===== src/inc/wtc_pkg.sv =====
package wtc_pkg;

    // Register map of the watchdog control block, byte-addressed 8-bit registers.
    localparam logic [7:0] WTC_CTRL_OFF      = 8'h00;
    localparam logic [7:0] WTC_STAT_OFF      = 8'h01;
    localparam int         WTC_ADDR_W        = 8;
    localparam int         WTC_DATA_W        = 8;

    // Field positions of watchdog_control.
    localparam int         WTC_CE_BIT        = 4;
    localparam int         WTC_EN_BIT        = 3;
    localparam int         WTC_PSC_LSB       = 0;
    localparam int         WTC_PSC_W         = 3;
    localparam logic [7:0] WTC_CTRL_RESET    = 8'h00;

    // Field positions of the status register.
    localparam int         WTC_ST_OSC_BIT    = 0;
    localparam int         WTC_ST_LVL2_BIT   = 1;
    localparam int         WTC_ST_WIN_BIT    = 2;
    localparam int         WTC_ST_FUSE_BIT   = 3;
    localparam int         WTC_ST_TMO_BIT    = 4;

    // Timing counts in system clock cycles (10 MHz, 100 ns period).
    localparam int         WTC_CLK_PERIOD_NS = 100;
    localparam int         WTC_WINDOW_CYC    = 4;
    localparam int         WTC_RST_PULSE_CYC = 1;
    localparam int         WTC_FUSE_SETTLE   = 3;

    // Time-out base in watchdog-oscillator cycles for prescaler code 000.
    localparam int         WTC_BASE_TICKS    = 16384;
    localparam int         WTC_CNT_W         = 22;

endpackage


===== src/rtl/wtc_top.sv =====
// Contract
// - Writing one to the enable bit turns the watchdog on; zero turns it off.
// - A zero written to enable is ignored unless change-enable is currently set.
// - In safety level 2 the watchdog keeps running whatever software writes.
// - Prescaler code selects 16K up to 2,048K oscillator cycles of time-out.
// - Level 1 comes up disabled; enabling needs no timed sequence.
// - Level 1 changes prescaler or disables only through the timed sequence.
// - In level 2 the enable bit always reads one.
// - Level 2 second write within four cycles sets prescaler; its enable value is ignored.
// - The fuse picks the level: unprogrammed level 1, programmed level 2 always on.
// - Hardware clears change-enable four clock cycles after it was written one.
// - Restart, disable and reset clear the counter; expiry resets the device.
// - A time-out yields a reset pulse one system clock cycle long.
`timescale 1ns/10ps
`default_nettype none

module wtc_top
    import wtc_pkg::*;
#(
    parameter int BASE_TICKS = WTC_BASE_TICKS,
    parameter int WINDOW_CYC = WTC_WINDOW_CYC
) (
    input  wire logic                  i_clk,
    input  wire logic                  i_rst,
    input  wire logic [WTC_ADDR_W-1:0] i_addr,
    input  wire logic [WTC_DATA_W-1:0] i_wdata,
    input  wire logic                  i_wr,
    input  wire logic                  i_rd,
    input  wire logic                  i_restart,
    input  wire logic                  i_wd_osc,
    input  wire logic                  i_fuse_always_on,
    output logic      [WTC_DATA_W-1:0] o_rdata,
    output logic                       o_wd_reset,
    output logic                       o_wd_enabled,
    output logic                       o_level2
);

    // The synchroniser shows the fuse one edge after its last stage fills, so the
    // level is taken one count later than the stage count alone would give.
    localparam int SETTLE_LAST = WTC_FUSE_SETTLE + 1;
    localparam int FW          = $clog2(SETTLE_LAST + 1);

    typedef enum logic [2:0] {
        WTC_ST_SETTLE = 3'b001,
        WTC_ST_LEVEL1 = 3'b010,
        WTC_ST_LEVEL2 = 3'b100
    } wtc_mode_t;

    wtc_mode_t                  mode_r;
    logic [FW-1:0]              settle_r;
    logic                       en_r;
    logic [WTC_PSC_W-1:0]       psc_r;
    logic [WTC_CNT_W-1:0]       cnt_r;
    logic [WTC_CNT_W-1:0]       limit;
    logic                       wd_reset_r;
    logic                       tmo_seen_r;
    logic [WTC_DATA_W-1:0]      rdata_r;
    logic                       level2_r;

    logic                       osc_level;
    logic                       osc_rise;
    logic                       fuse_level;
    logic                       win_open;

    logic                       wr_ctrl;
    logic                       wr_ce;
    logic                       wr_en;
    logic [WTC_PSC_W-1:0]       wr_psc;
    logic                       win_start;
    logic                       win_commit;
    logic                       expire;
    logic                       at_limit;

    wtc_sync u_osc_sync (
        .i_clk   (i_clk),
        .i_rst   (i_rst),
        .i_async (i_wd_osc),
        .o_level (osc_level),
        .o_rise  (osc_rise)
    );

    wtc_sync u_fuse_sync (
        .i_clk   (i_clk),
        .i_rst   (i_rst),
        .i_async (i_fuse_always_on),
        .o_level (fuse_level),
        .o_rise  ()
    );

    // Decode of a write to watchdog_control.
    assign wr_ctrl    = i_wr && (i_addr == WTC_CTRL_OFF);
    assign wr_ce      = i_wdata[WTC_CE_BIT];
    assign wr_en      = i_wdata[WTC_EN_BIT];
    assign wr_psc     = i_wdata[WTC_PSC_LSB +: WTC_PSC_W];

    // Any write of one to change-enable (re)starts the window.
    assign win_start  = wr_ctrl && wr_ce;
    // A write with change-enable clear inside the window commits and closes it.
    assign win_commit = wr_ctrl && !wr_ce && win_open;

    wtc_window #(
        .CYCLES (WINDOW_CYC)
    ) u_window (
        .i_clk   (i_clk),
        .i_rst   (i_rst),
        .i_open  (win_start),
        .i_close (win_commit),
        .o_open  (win_open)
    );

    // The fuse is sampled once the synchroniser has settled after reset.
    always_ff @(posedge i_clk or posedge i_rst) begin
        if (i_rst) begin
            mode_r   <= WTC_ST_SETTLE;
            settle_r <= '0;
        end else begin
            case (mode_r)
                WTC_ST_SETTLE: begin
                    if (settle_r == FW'(SETTLE_LAST)) begin
                        mode_r <= fuse_level ? WTC_ST_LEVEL2 : WTC_ST_LEVEL1;
                    end else begin
                        settle_r <= settle_r + FW'(1);
                    end
                end
                WTC_ST_LEVEL1: begin
                    mode_r <= WTC_ST_LEVEL1;
                end
                WTC_ST_LEVEL2: begin
                    mode_r <= WTC_ST_LEVEL2;
                end
                default: begin
                    mode_r <= WTC_ST_SETTLE;
                end
            endcase
        end
    end

    always_ff @(posedge i_clk or posedge i_rst) begin
        if (i_rst) begin
            level2_r <= 1'b0;
        end else begin
            level2_r <= (mode_r == WTC_ST_LEVEL2);
        end
    end

    // Enable bit: set freely, cleared only inside an open window, locked on in level 2.
    always_ff @(posedge i_clk or posedge i_rst) begin
        if (i_rst) begin
            en_r <= WTC_CTRL_RESET[WTC_EN_BIT];
        end else if (mode_r == WTC_ST_LEVEL2) begin
            en_r <= 1'b1;
        end else if (wr_ctrl) begin
            if (wr_en) begin
                en_r <= 1'b1;
            end else if (win_open) begin
                en_r <= 1'b0;
            end
        end
    end

    // Prescaler changes only on the committing write of the timed sequence.
    always_ff @(posedge i_clk or posedge i_rst) begin
        if (i_rst) begin
            psc_r <= WTC_CTRL_RESET[WTC_PSC_LSB +: WTC_PSC_W];
        end else if (win_commit) begin
            psc_r <= wr_psc;
        end
    end

    // Time-out length doubles with each prescaler step.
    assign limit    = WTC_CNT_W'(BASE_TICKS) << psc_r;
    // A count already past a newly shortened period expires on the next tick.
    assign at_limit = (cnt_r >= limit - WTC_CNT_W'(1));
    assign expire   = en_r && osc_rise && !i_restart && at_limit;

    // Counter advances once per watchdog-oscillator cycle while enabled.
    always_ff @(posedge i_clk or posedge i_rst) begin
        if (i_rst) begin
            cnt_r <= '0;
        end else if (!en_r || i_restart || expire) begin
            cnt_r <= '0;
        end else if (osc_rise) begin
            cnt_r <= cnt_r + WTC_CNT_W'(1);
        end
    end

    // One-cycle reset request on expiry.
    always_ff @(posedge i_clk or posedge i_rst) begin
        if (i_rst) begin
            wd_reset_r <= 1'b0;
        end else begin
            wd_reset_r <= expire;
        end
    end

    // Sticky record of a time-out, cleared by reading the status register.
    always_ff @(posedge i_clk or posedge i_rst) begin
        if (i_rst) begin
            tmo_seen_r <= 1'b0;
        end else if (expire) begin
            tmo_seen_r <= 1'b1;
        end else if (i_rd && (i_addr == WTC_STAT_OFF)) begin
            tmo_seen_r <= 1'b0;
        end
    end

    // Read data stand for exactly the cycle after the read strobe.
    always_ff @(posedge i_clk or posedge i_rst) begin
        if (i_rst) begin
            rdata_r <= '0;
        end else if (i_rd) begin
            case (i_addr)
                WTC_CTRL_OFF: begin
                    rdata_r                             <= '0;
                    rdata_r[WTC_CE_BIT]                 <= win_open;
                    rdata_r[WTC_EN_BIT]                 <= en_r;
                    rdata_r[WTC_PSC_LSB +: WTC_PSC_W]   <= psc_r;
                end
                WTC_STAT_OFF: begin
                    rdata_r                     <= '0;
                    rdata_r[WTC_ST_OSC_BIT]     <= osc_level;
                    rdata_r[WTC_ST_LVL2_BIT]    <= level2_r;
                    rdata_r[WTC_ST_WIN_BIT]     <= win_open;
                    rdata_r[WTC_ST_FUSE_BIT]    <= (mode_r != WTC_ST_SETTLE);
                    rdata_r[WTC_ST_TMO_BIT]     <= tmo_seen_r || expire;
                end
                default: begin
                    rdata_r <= '0;
                end
            endcase
        end else begin
            rdata_r <= '0;
        end
    end

    assign o_rdata      = rdata_r;
    assign o_wd_reset   = wd_reset_r;
    assign o_wd_enabled = en_r;
    assign o_level2     = level2_r;

endmodule // wtc_top

`default_nettype wire


===== src/rtl/wtc_sync.sv =====
`timescale 1ns/10ps
`default_nettype none

module wtc_sync (
    input  wire logic i_clk,
    input  wire logic i_rst,
    input  wire logic i_async,
    output logic      o_level,
    output logic      o_rise
);

    logic s1_r;
    logic s2_r;
    logic s3_r;
    logic level_r;
    logic rise_r;

    always_ff @(posedge i_clk or posedge i_rst) begin
        if (i_rst) begin
            s1_r <= 1'b0;
            s2_r <= 1'b0;
            s3_r <= 1'b0;
        end else begin
            s1_r <= i_async;
            s2_r <= s1_r;
            s3_r <= s2_r;
        end
    end

    // A new level counts only once the second and third stages agree.
    always_ff @(posedge i_clk or posedge i_rst) begin
        if (i_rst) begin
            level_r <= 1'b0;
            rise_r  <= 1'b0;
        end else begin
            rise_r <= (s2_r == s3_r) && s3_r && !level_r;
            if (s2_r == s3_r) begin
                level_r <= s3_r;
            end
        end
    end

    assign o_level = level_r;
    assign o_rise  = rise_r;

endmodule // wtc_sync

`default_nettype wire


===== src/rtl/wtc_window.sv =====
`timescale 1ns/10ps
`default_nettype none

module wtc_window
    import wtc_pkg::*;
#(
    parameter int CYCLES = WTC_WINDOW_CYC
) (
    input  wire logic i_clk,
    input  wire logic i_rst,
    input  wire logic i_open,
    input  wire logic i_close,
    output logic      o_open
);

    localparam int CW = $clog2(CYCLES + 1);

    logic [CW-1:0] cnt_r;

    // Opening wins over closing and over the countdown.
    always_ff @(posedge i_clk or posedge i_rst) begin
        if (i_rst) begin
            cnt_r <= '0;
        end else if (i_open) begin
            cnt_r <= CW'(CYCLES);
        end else if (i_close) begin
            cnt_r <= '0;
        end else if (cnt_r != '0) begin
            cnt_r <= cnt_r - CW'(1);
        end
    end

    assign o_open = (cnt_r != '0);

endmodule // wtc_window

`default_nettype wire


===== config.mk =====
export PLATFORM = sky130hd
export DESIGN_NAME = wtc_top
export DESIGN_NICKNAME = d
export VERILOG_FILES = /design/src/inc/wtc_pkg.sv /design/src/rtl/wtc_top.sv /design/src/rtl/wtc_sync.sv /design/src/rtl/wtc_window.sv
export SDC_FILE = /design/constraint.sdc
export NUM_CORES = 1
export LEC_CHECK = 0
export ABC_AREA = 1
export BUFFER_PORTS_ARGS = -buffer_cell sky130_fd_sc_hd__buf_2
export CORE_UTILIZATION = 30
export DETAILED_ROUTE_END_ITERATION = 7
export GPL_TIMING_DRIVEN = 0
export PLACE_DENSITY = 0.46
export SLEW_MARGIN = 40
export SYNTH_ARGS = -nofsm -noshare
export SYNTH_HDL_FRONTEND = slang
export SYNTH_HIERARCHICAL = 1
export SYNTH_SLANG_ARGS = --single-unit

===== constraint.sdc =====
create_clock -name i_clk -period 4.1 [get_ports i_clk]
set_input_delay 0.205 -clock i_clk [delete_from_list [all_inputs] [get_ports i_clk]]
set_output_delay 0.205 -clock i_clk [all_outputs]
set_load 0.05 [all_outputs]

; ---- Word-level counts from Yosys, hierarchy flattened
; Index checks and enable logic that the tools add are counted.
[totals]
output_inout_bits = 11
in_bits = 23
ff_bits = 55
wordCells = 77
[classes]
n_eq_ne = 9
add_sub_neg = 4
n_reduce_logical = 26
shifts = 1
order_cmp = 1
n_mux = 16
n_bitwise = 1
[ops]
columns = op, n
row1 = $mux W22, 2
row2 = $add A22 B1 Y22 const B, 1
row3 = $ge A22 B22 Y1, 1
row4 = $shl A15 B3 Y22 const A, 1
row5 = $sub A22 B1 Y22 const B, 1
row6 = $mux W3, 5
row7 = $logic_and A1 B1 Y1, 10
row8 = $pmux W5 S2, 1
row9 = $pmux W3 S3, 1
row10 = $reduce_bool A3 Y1, 3
row11 = $eq A8 B1 Y1 const B, 1
row12 = $logic_not A8 Y1, 1
row13 = $mux W8, 1
row14 = $eq A3 B3 Y1 const B, 2
row15 = $mux W1, 6
row16 = $reduce_bool A2 Y1, 3
row17 = $logic_not A1 Y1, 4
row18 = $reduce_and A2 Y1, 2
row19 = $add A3 B1 Y3 const B, 1
row20 = $eq A3 B1 Y1 const B, 1
row21 = $eq A3 B2 Y1 const B, 1
row22 = $logic_or A1 B1 Y1, 3
row23 = $ne A3 B1 Y1 const B, 1
row24 = $sub A3 B1 Y3 const B, 1
row25 = 3 further kinds, 4

; ---- Logic depth before layout (Yosys ltp)
[logic_depth]
depth_word = 7
mapped_depth = 15
mapped_depth_nobuf = 14

; ---- Hierarchy
; Netlist, hierarchy kept.
[modules_own_cells]
columns = mod, cells_each, n_inst, seq_area_each_um2, area_per_inst_um2
row1 = wtc_top, 310, 1, 1002.2, 2348.5
row2 = wtc_sync, 13, 2, 125.1, 163.9
row3 = wtc_window, 26, 1, 75.1, 192.7

; ---- Worst setup path before layout
; No wires, ideal clock.
[synth_path]
path_kind = flip-flop to flip-flop
from = reg psc_r[1]
to = reg, netlist name cnt_r[13]
setup_slack_ns = 2.320
stages_incl_launch_ff = 14
path_buffers = 2
arrival_time_ns = 1.660
cell_sequence = dfrtp_1 clkbuf_1 nand3_1 ha_1 nand2_1 nor2_1 nand3_1 inv_1 nand2_1 nand2_1 nand2_2 nand2_4 buf_8 nor2_1
[synth_rtl]
columns = item, line_no
row1 = "start, declared", wtc_top.sv:52  ; logic [WTC_PSC_W-1:0] psc_r;
row2 = "start signal, assigned", wtc_top.sv:164  ; psc_r <= WTC_CTRL_RESET[WTC_PSC_LSB +: WTC_PSC_W];
row3 = "start signal, assigned", wtc_top.sv:166  ; psc_r <= wr_psc;

==> impl_results.rst <==
.. list-table::
   :header-rows: 1

   * - Metric
     - Value
   * - Total GRT Usage
     - 12.8%
   * - Status
     - finished clean
   * - Vertical extent of the die
     - 99.2 µm
   * - Startpoint type of the worst setup path
     - flop
   * - Yosys warns
     - 6
   * - Area of the core region
     - 9200 µm²
   * - Mapped Avg Cell Area
     - 7.90 µm²
   * - Top sig layer
     - met4
   * - Maximum clock frequency
     - 477 MHz
   * - Site Rows
     - 35
   * - Port bufs
     - 27
   * - Clock tree from TritonCTS
     - built
   * - Critical-path cell list
     - clkbuf_1 -> nand3_1 -> ha_1 -> nand2_1 -> nor2_1 -> nand3_1 -> inv_1 -> nand2_1 -> nand2_1 -> nand2_2 -> nand2_4 -> buf_8 -> nor2_1
   * - Highest-delay cell along the critical path
     - sky130_fd_sc_hd__dfrtp_1
   * - Beginning of the critical path
     - psc_r[1]$_DFFE_PP0P_
   * - Number of antenna violations at the first check in global routing
     - 0
   * - Peak supply drop
     - 0.240 mV
   * - Post-synthesis instance area
     - 2840 µm²
   * - Vias/cell
     - 4.37
   * - Final WS setup
     - 2.00 ns
   * - H-tree level count
     - 2
   * - Buffer type at the clock tree root
     - sky130_fd_sc_hd__clkbuf_8
   * - Skew final
     - 0.0102 ns
   * - Count of max-cap constraint violations
     - 0
   * - Post-Route WL
     - 5.77 mm
   * - Kind of critical path
     - flop to flop
   * - Finish-stage setup viols
     - 0
   * - Die Width
     - 99.2 µm
   * - Clk buf depth
     - 2
   * - Proportion of layout cells with a drive suffix above 1
     - 14.5%
   * - Iter 0 DRT Violations
     - 55
   * - R2R Path End
     - cnt_r[13]$_DFFE_PP0P_
   * - Cell count of the worst reg-to-reg path
     - 13
   * - Post-Place Setup Slack
     - 1.99 ns
   * - Post-synthesis instance total
     - 359
   * - Slowest cell delay on critical path
     - 0.34 ns
   * - Placed wire-length estimate
     - 4.48 mm
   * - Area Growth Syn to Fin
     - 15.1%
   * - Transition time at the pin with the least slew margin
     - 0.553 ns
   * - Area of the die
     - 9850 µm²
   * - Final critical-path share of the clock period
     - 51.1%
   * - Number of buffers added by the clock tree synthesis step
     - 5
   * - Final Wtd Congestion
     - 0.805
   * - Ant diodes
     - 0
   * - Starting utilization of the core area
     - 30.8%
   * - Launch instance of the worst register-to-register path
     - psc_r[1]$_DFFE_PP0P_
   * - Clock transition time at the flip-flop clock pins of the worst setup and hold paths
     - 0.10 ns
   * - CP endpoint kind
     - flop
   * - Total of hold buffers inserted after clock tree synthesis
     - 3
   * - Setup repair after global routing missed its margin
     - false
   * - WL met2
     - 2.65 mm
   * - Leakage Power
     - 1.64 nW
   * - Wire length of the first global-routing pass
     - 9.96 mm
   * - Worst-path maximum fanout
     - 10
   * - Cell with the most instances on the worst path
     - sky130_fd_sc_hd__nand2_1
   * - Num Clock Sinks
     - 52
   * - Worst EP arrival
     - 2.30 ns
   * - Slew margin rel.
     - 63.1%
   * - Count of cells resized by post-cts repair
     - 0
   * - Number of pins exceeding their max-slew limit in the final report
     - 0
   * - Pin count of the biggest net entering global routing
     - 26
   * - Min cycle time layout
     - 2.10 ns
   * - Vias in the first global route
     - 2198
   * - Latest clock arrival within the worst-skew pair
     - 0.31 ns
   * - Pwr dens
     - 346 nW/µm²
   * - Top-Level Pins
     - 34
   * - Remaining design rule violation count
     - 0
   * - 1st-pass router iterations
     - 4
   * - Post-CTS setup buffers
     - 0
   * - Required time of the critical path
     - 4.30 ns
   * - End of the critical path
     - cnt_r[13]$_DFFE_PP0P_
   * - Post-detailed-route count of antenna-violating nets
     - 0
   * - Hold Fails Final Rpt
     - 0
   * - Hold Path Class
     - input port to flop
   * - Net count, final
     - 437
   * - Metal3 WL
     - 204 µm
   * - Via count
     - 2233
   * - Sum of negative setup slack
     - 0 ns
   * - Register-to-register path setup slack
     - 2.00 ns
   * - Sum of overflow across all layers after global routing
     - 0
   * - Wire length on met1
     - 2.86 mm
   * - Util after Layout
     - 35.5%
   * - Avg WL per Cell
     - 11.3 µm
==> how the worst min path moves through the flow <==
| stage | slack [ns] | startpoint | endpoint | cells past startpoint |
|---|---|---|---|---|
| floorplan | -0.04 | i_rst | u_window/cnt_r[0]$_DFFE_PP0P_ | 1 |
| global placement | 0.13 | i_rst | u_window/cnt_r[2]$_DFFE_PP0P_ | 2 |
| detailed placement | 0.14 | i_rst | u_window/cnt_r[2]$_DFFE_PP0P_ | 2 |
| CTS | 0.09 | i_wdata[1] | psc_r[1]$_DFFE_PP0P_ | 3 |
| global route | 0.08 | i_wdata[2] | psc_r[2]$_DFFE_PP0P_ | 3 |
| finish | 0.08 | i_wdata[1] | psc_r[1]$_DFFE_PP0P_ | 3 |
==> registers in the layout, indices dropped and copies added, names as in the netlist <==
signal,flops
mode_r,3
settle_r,3
u_osc_sync/s1_r,1
o_wd_enabled,1
u_fuse_sync/s1_r,1
o_rdata,5
o_level2,1
u_osc_sync/o_level,1
u_osc_sync/s3_r,1
u_osc_sync/s2_r,1
u_osc_sync/o_rise,1
u_fuse_sync/s2_r,1
psc_r,3
cnt_r,22
tmo_seen_r,1
u_fuse_sync/o_level,1
o_wd_reset,1
u_fuse_sync/s3_r,1
u_window/cnt_r,3
==> placed cells by master, fill, tap and decap left out, drive strengths merged <==
master,count
or2,3
ha,15
nor3b,1
conb,4
clkinvlp,1
a21oi,6
dlygate4sd3,3
clkinv,1
nand3,24
nor2,53
xor2,9
nand4,10
xnor2,6
nand3b,2
inv,52
nor3,11
dfrtp,51
clkbuf,7
dfstp,1
o21ai,9
nand2,98
buf,33
==> report_power, final <==
part / internal, W / total, W / switching [W]
registers: 0.000559 / 0.000583 / 0.0000247
clock network: 0.000125 / 0.000314 / 0.000189
logic: 0.0000848 / 0.000234 / 0.000149
==> critical path: cells and delay by family, from the launching register on <==
family / cells / cell delay (ns)
fa+ha+maj: 1 / 0.29
buf+inv: 3 / 0.49
flops: 1 / 0.34
simple gates: 9 / 0.86
==> routing by layer <==
metal  up-vias  global-route usage (%)
met2        35                    21.6
met5         -                       0
li1       1192                       -
met3         6                    3.02
met1      1000                    16.5
met4         0                    3.39
==> stage by stage <==
step	area, µm²	hold slack (ns)	power [W]	cells
CTS	3260	0.0850	0.00115	511
floorplan	2840	-0.0414	0.000768	361
detailed placement	3140	0.144	0.000829	500
global placement	3120	0.131	0.000821	499
finish	3260	0.0824	0.00113	511
global route	3260	0.0794	0.00121	511
==> cell type report <==
cell class | count | area [µm²]
inverter | 51 | 194
multi-input combinational | 251 | 1300
timing repair buffer | 31 | 185
sequential | 52 | 1300
buffer | 7 | 50.0
fill | 986 | 5930
tap | 111 | 139
clock buffer | 5 | 68.8
clock inverter | 3 | 25.0
Power figures use the tool's default switching activity.
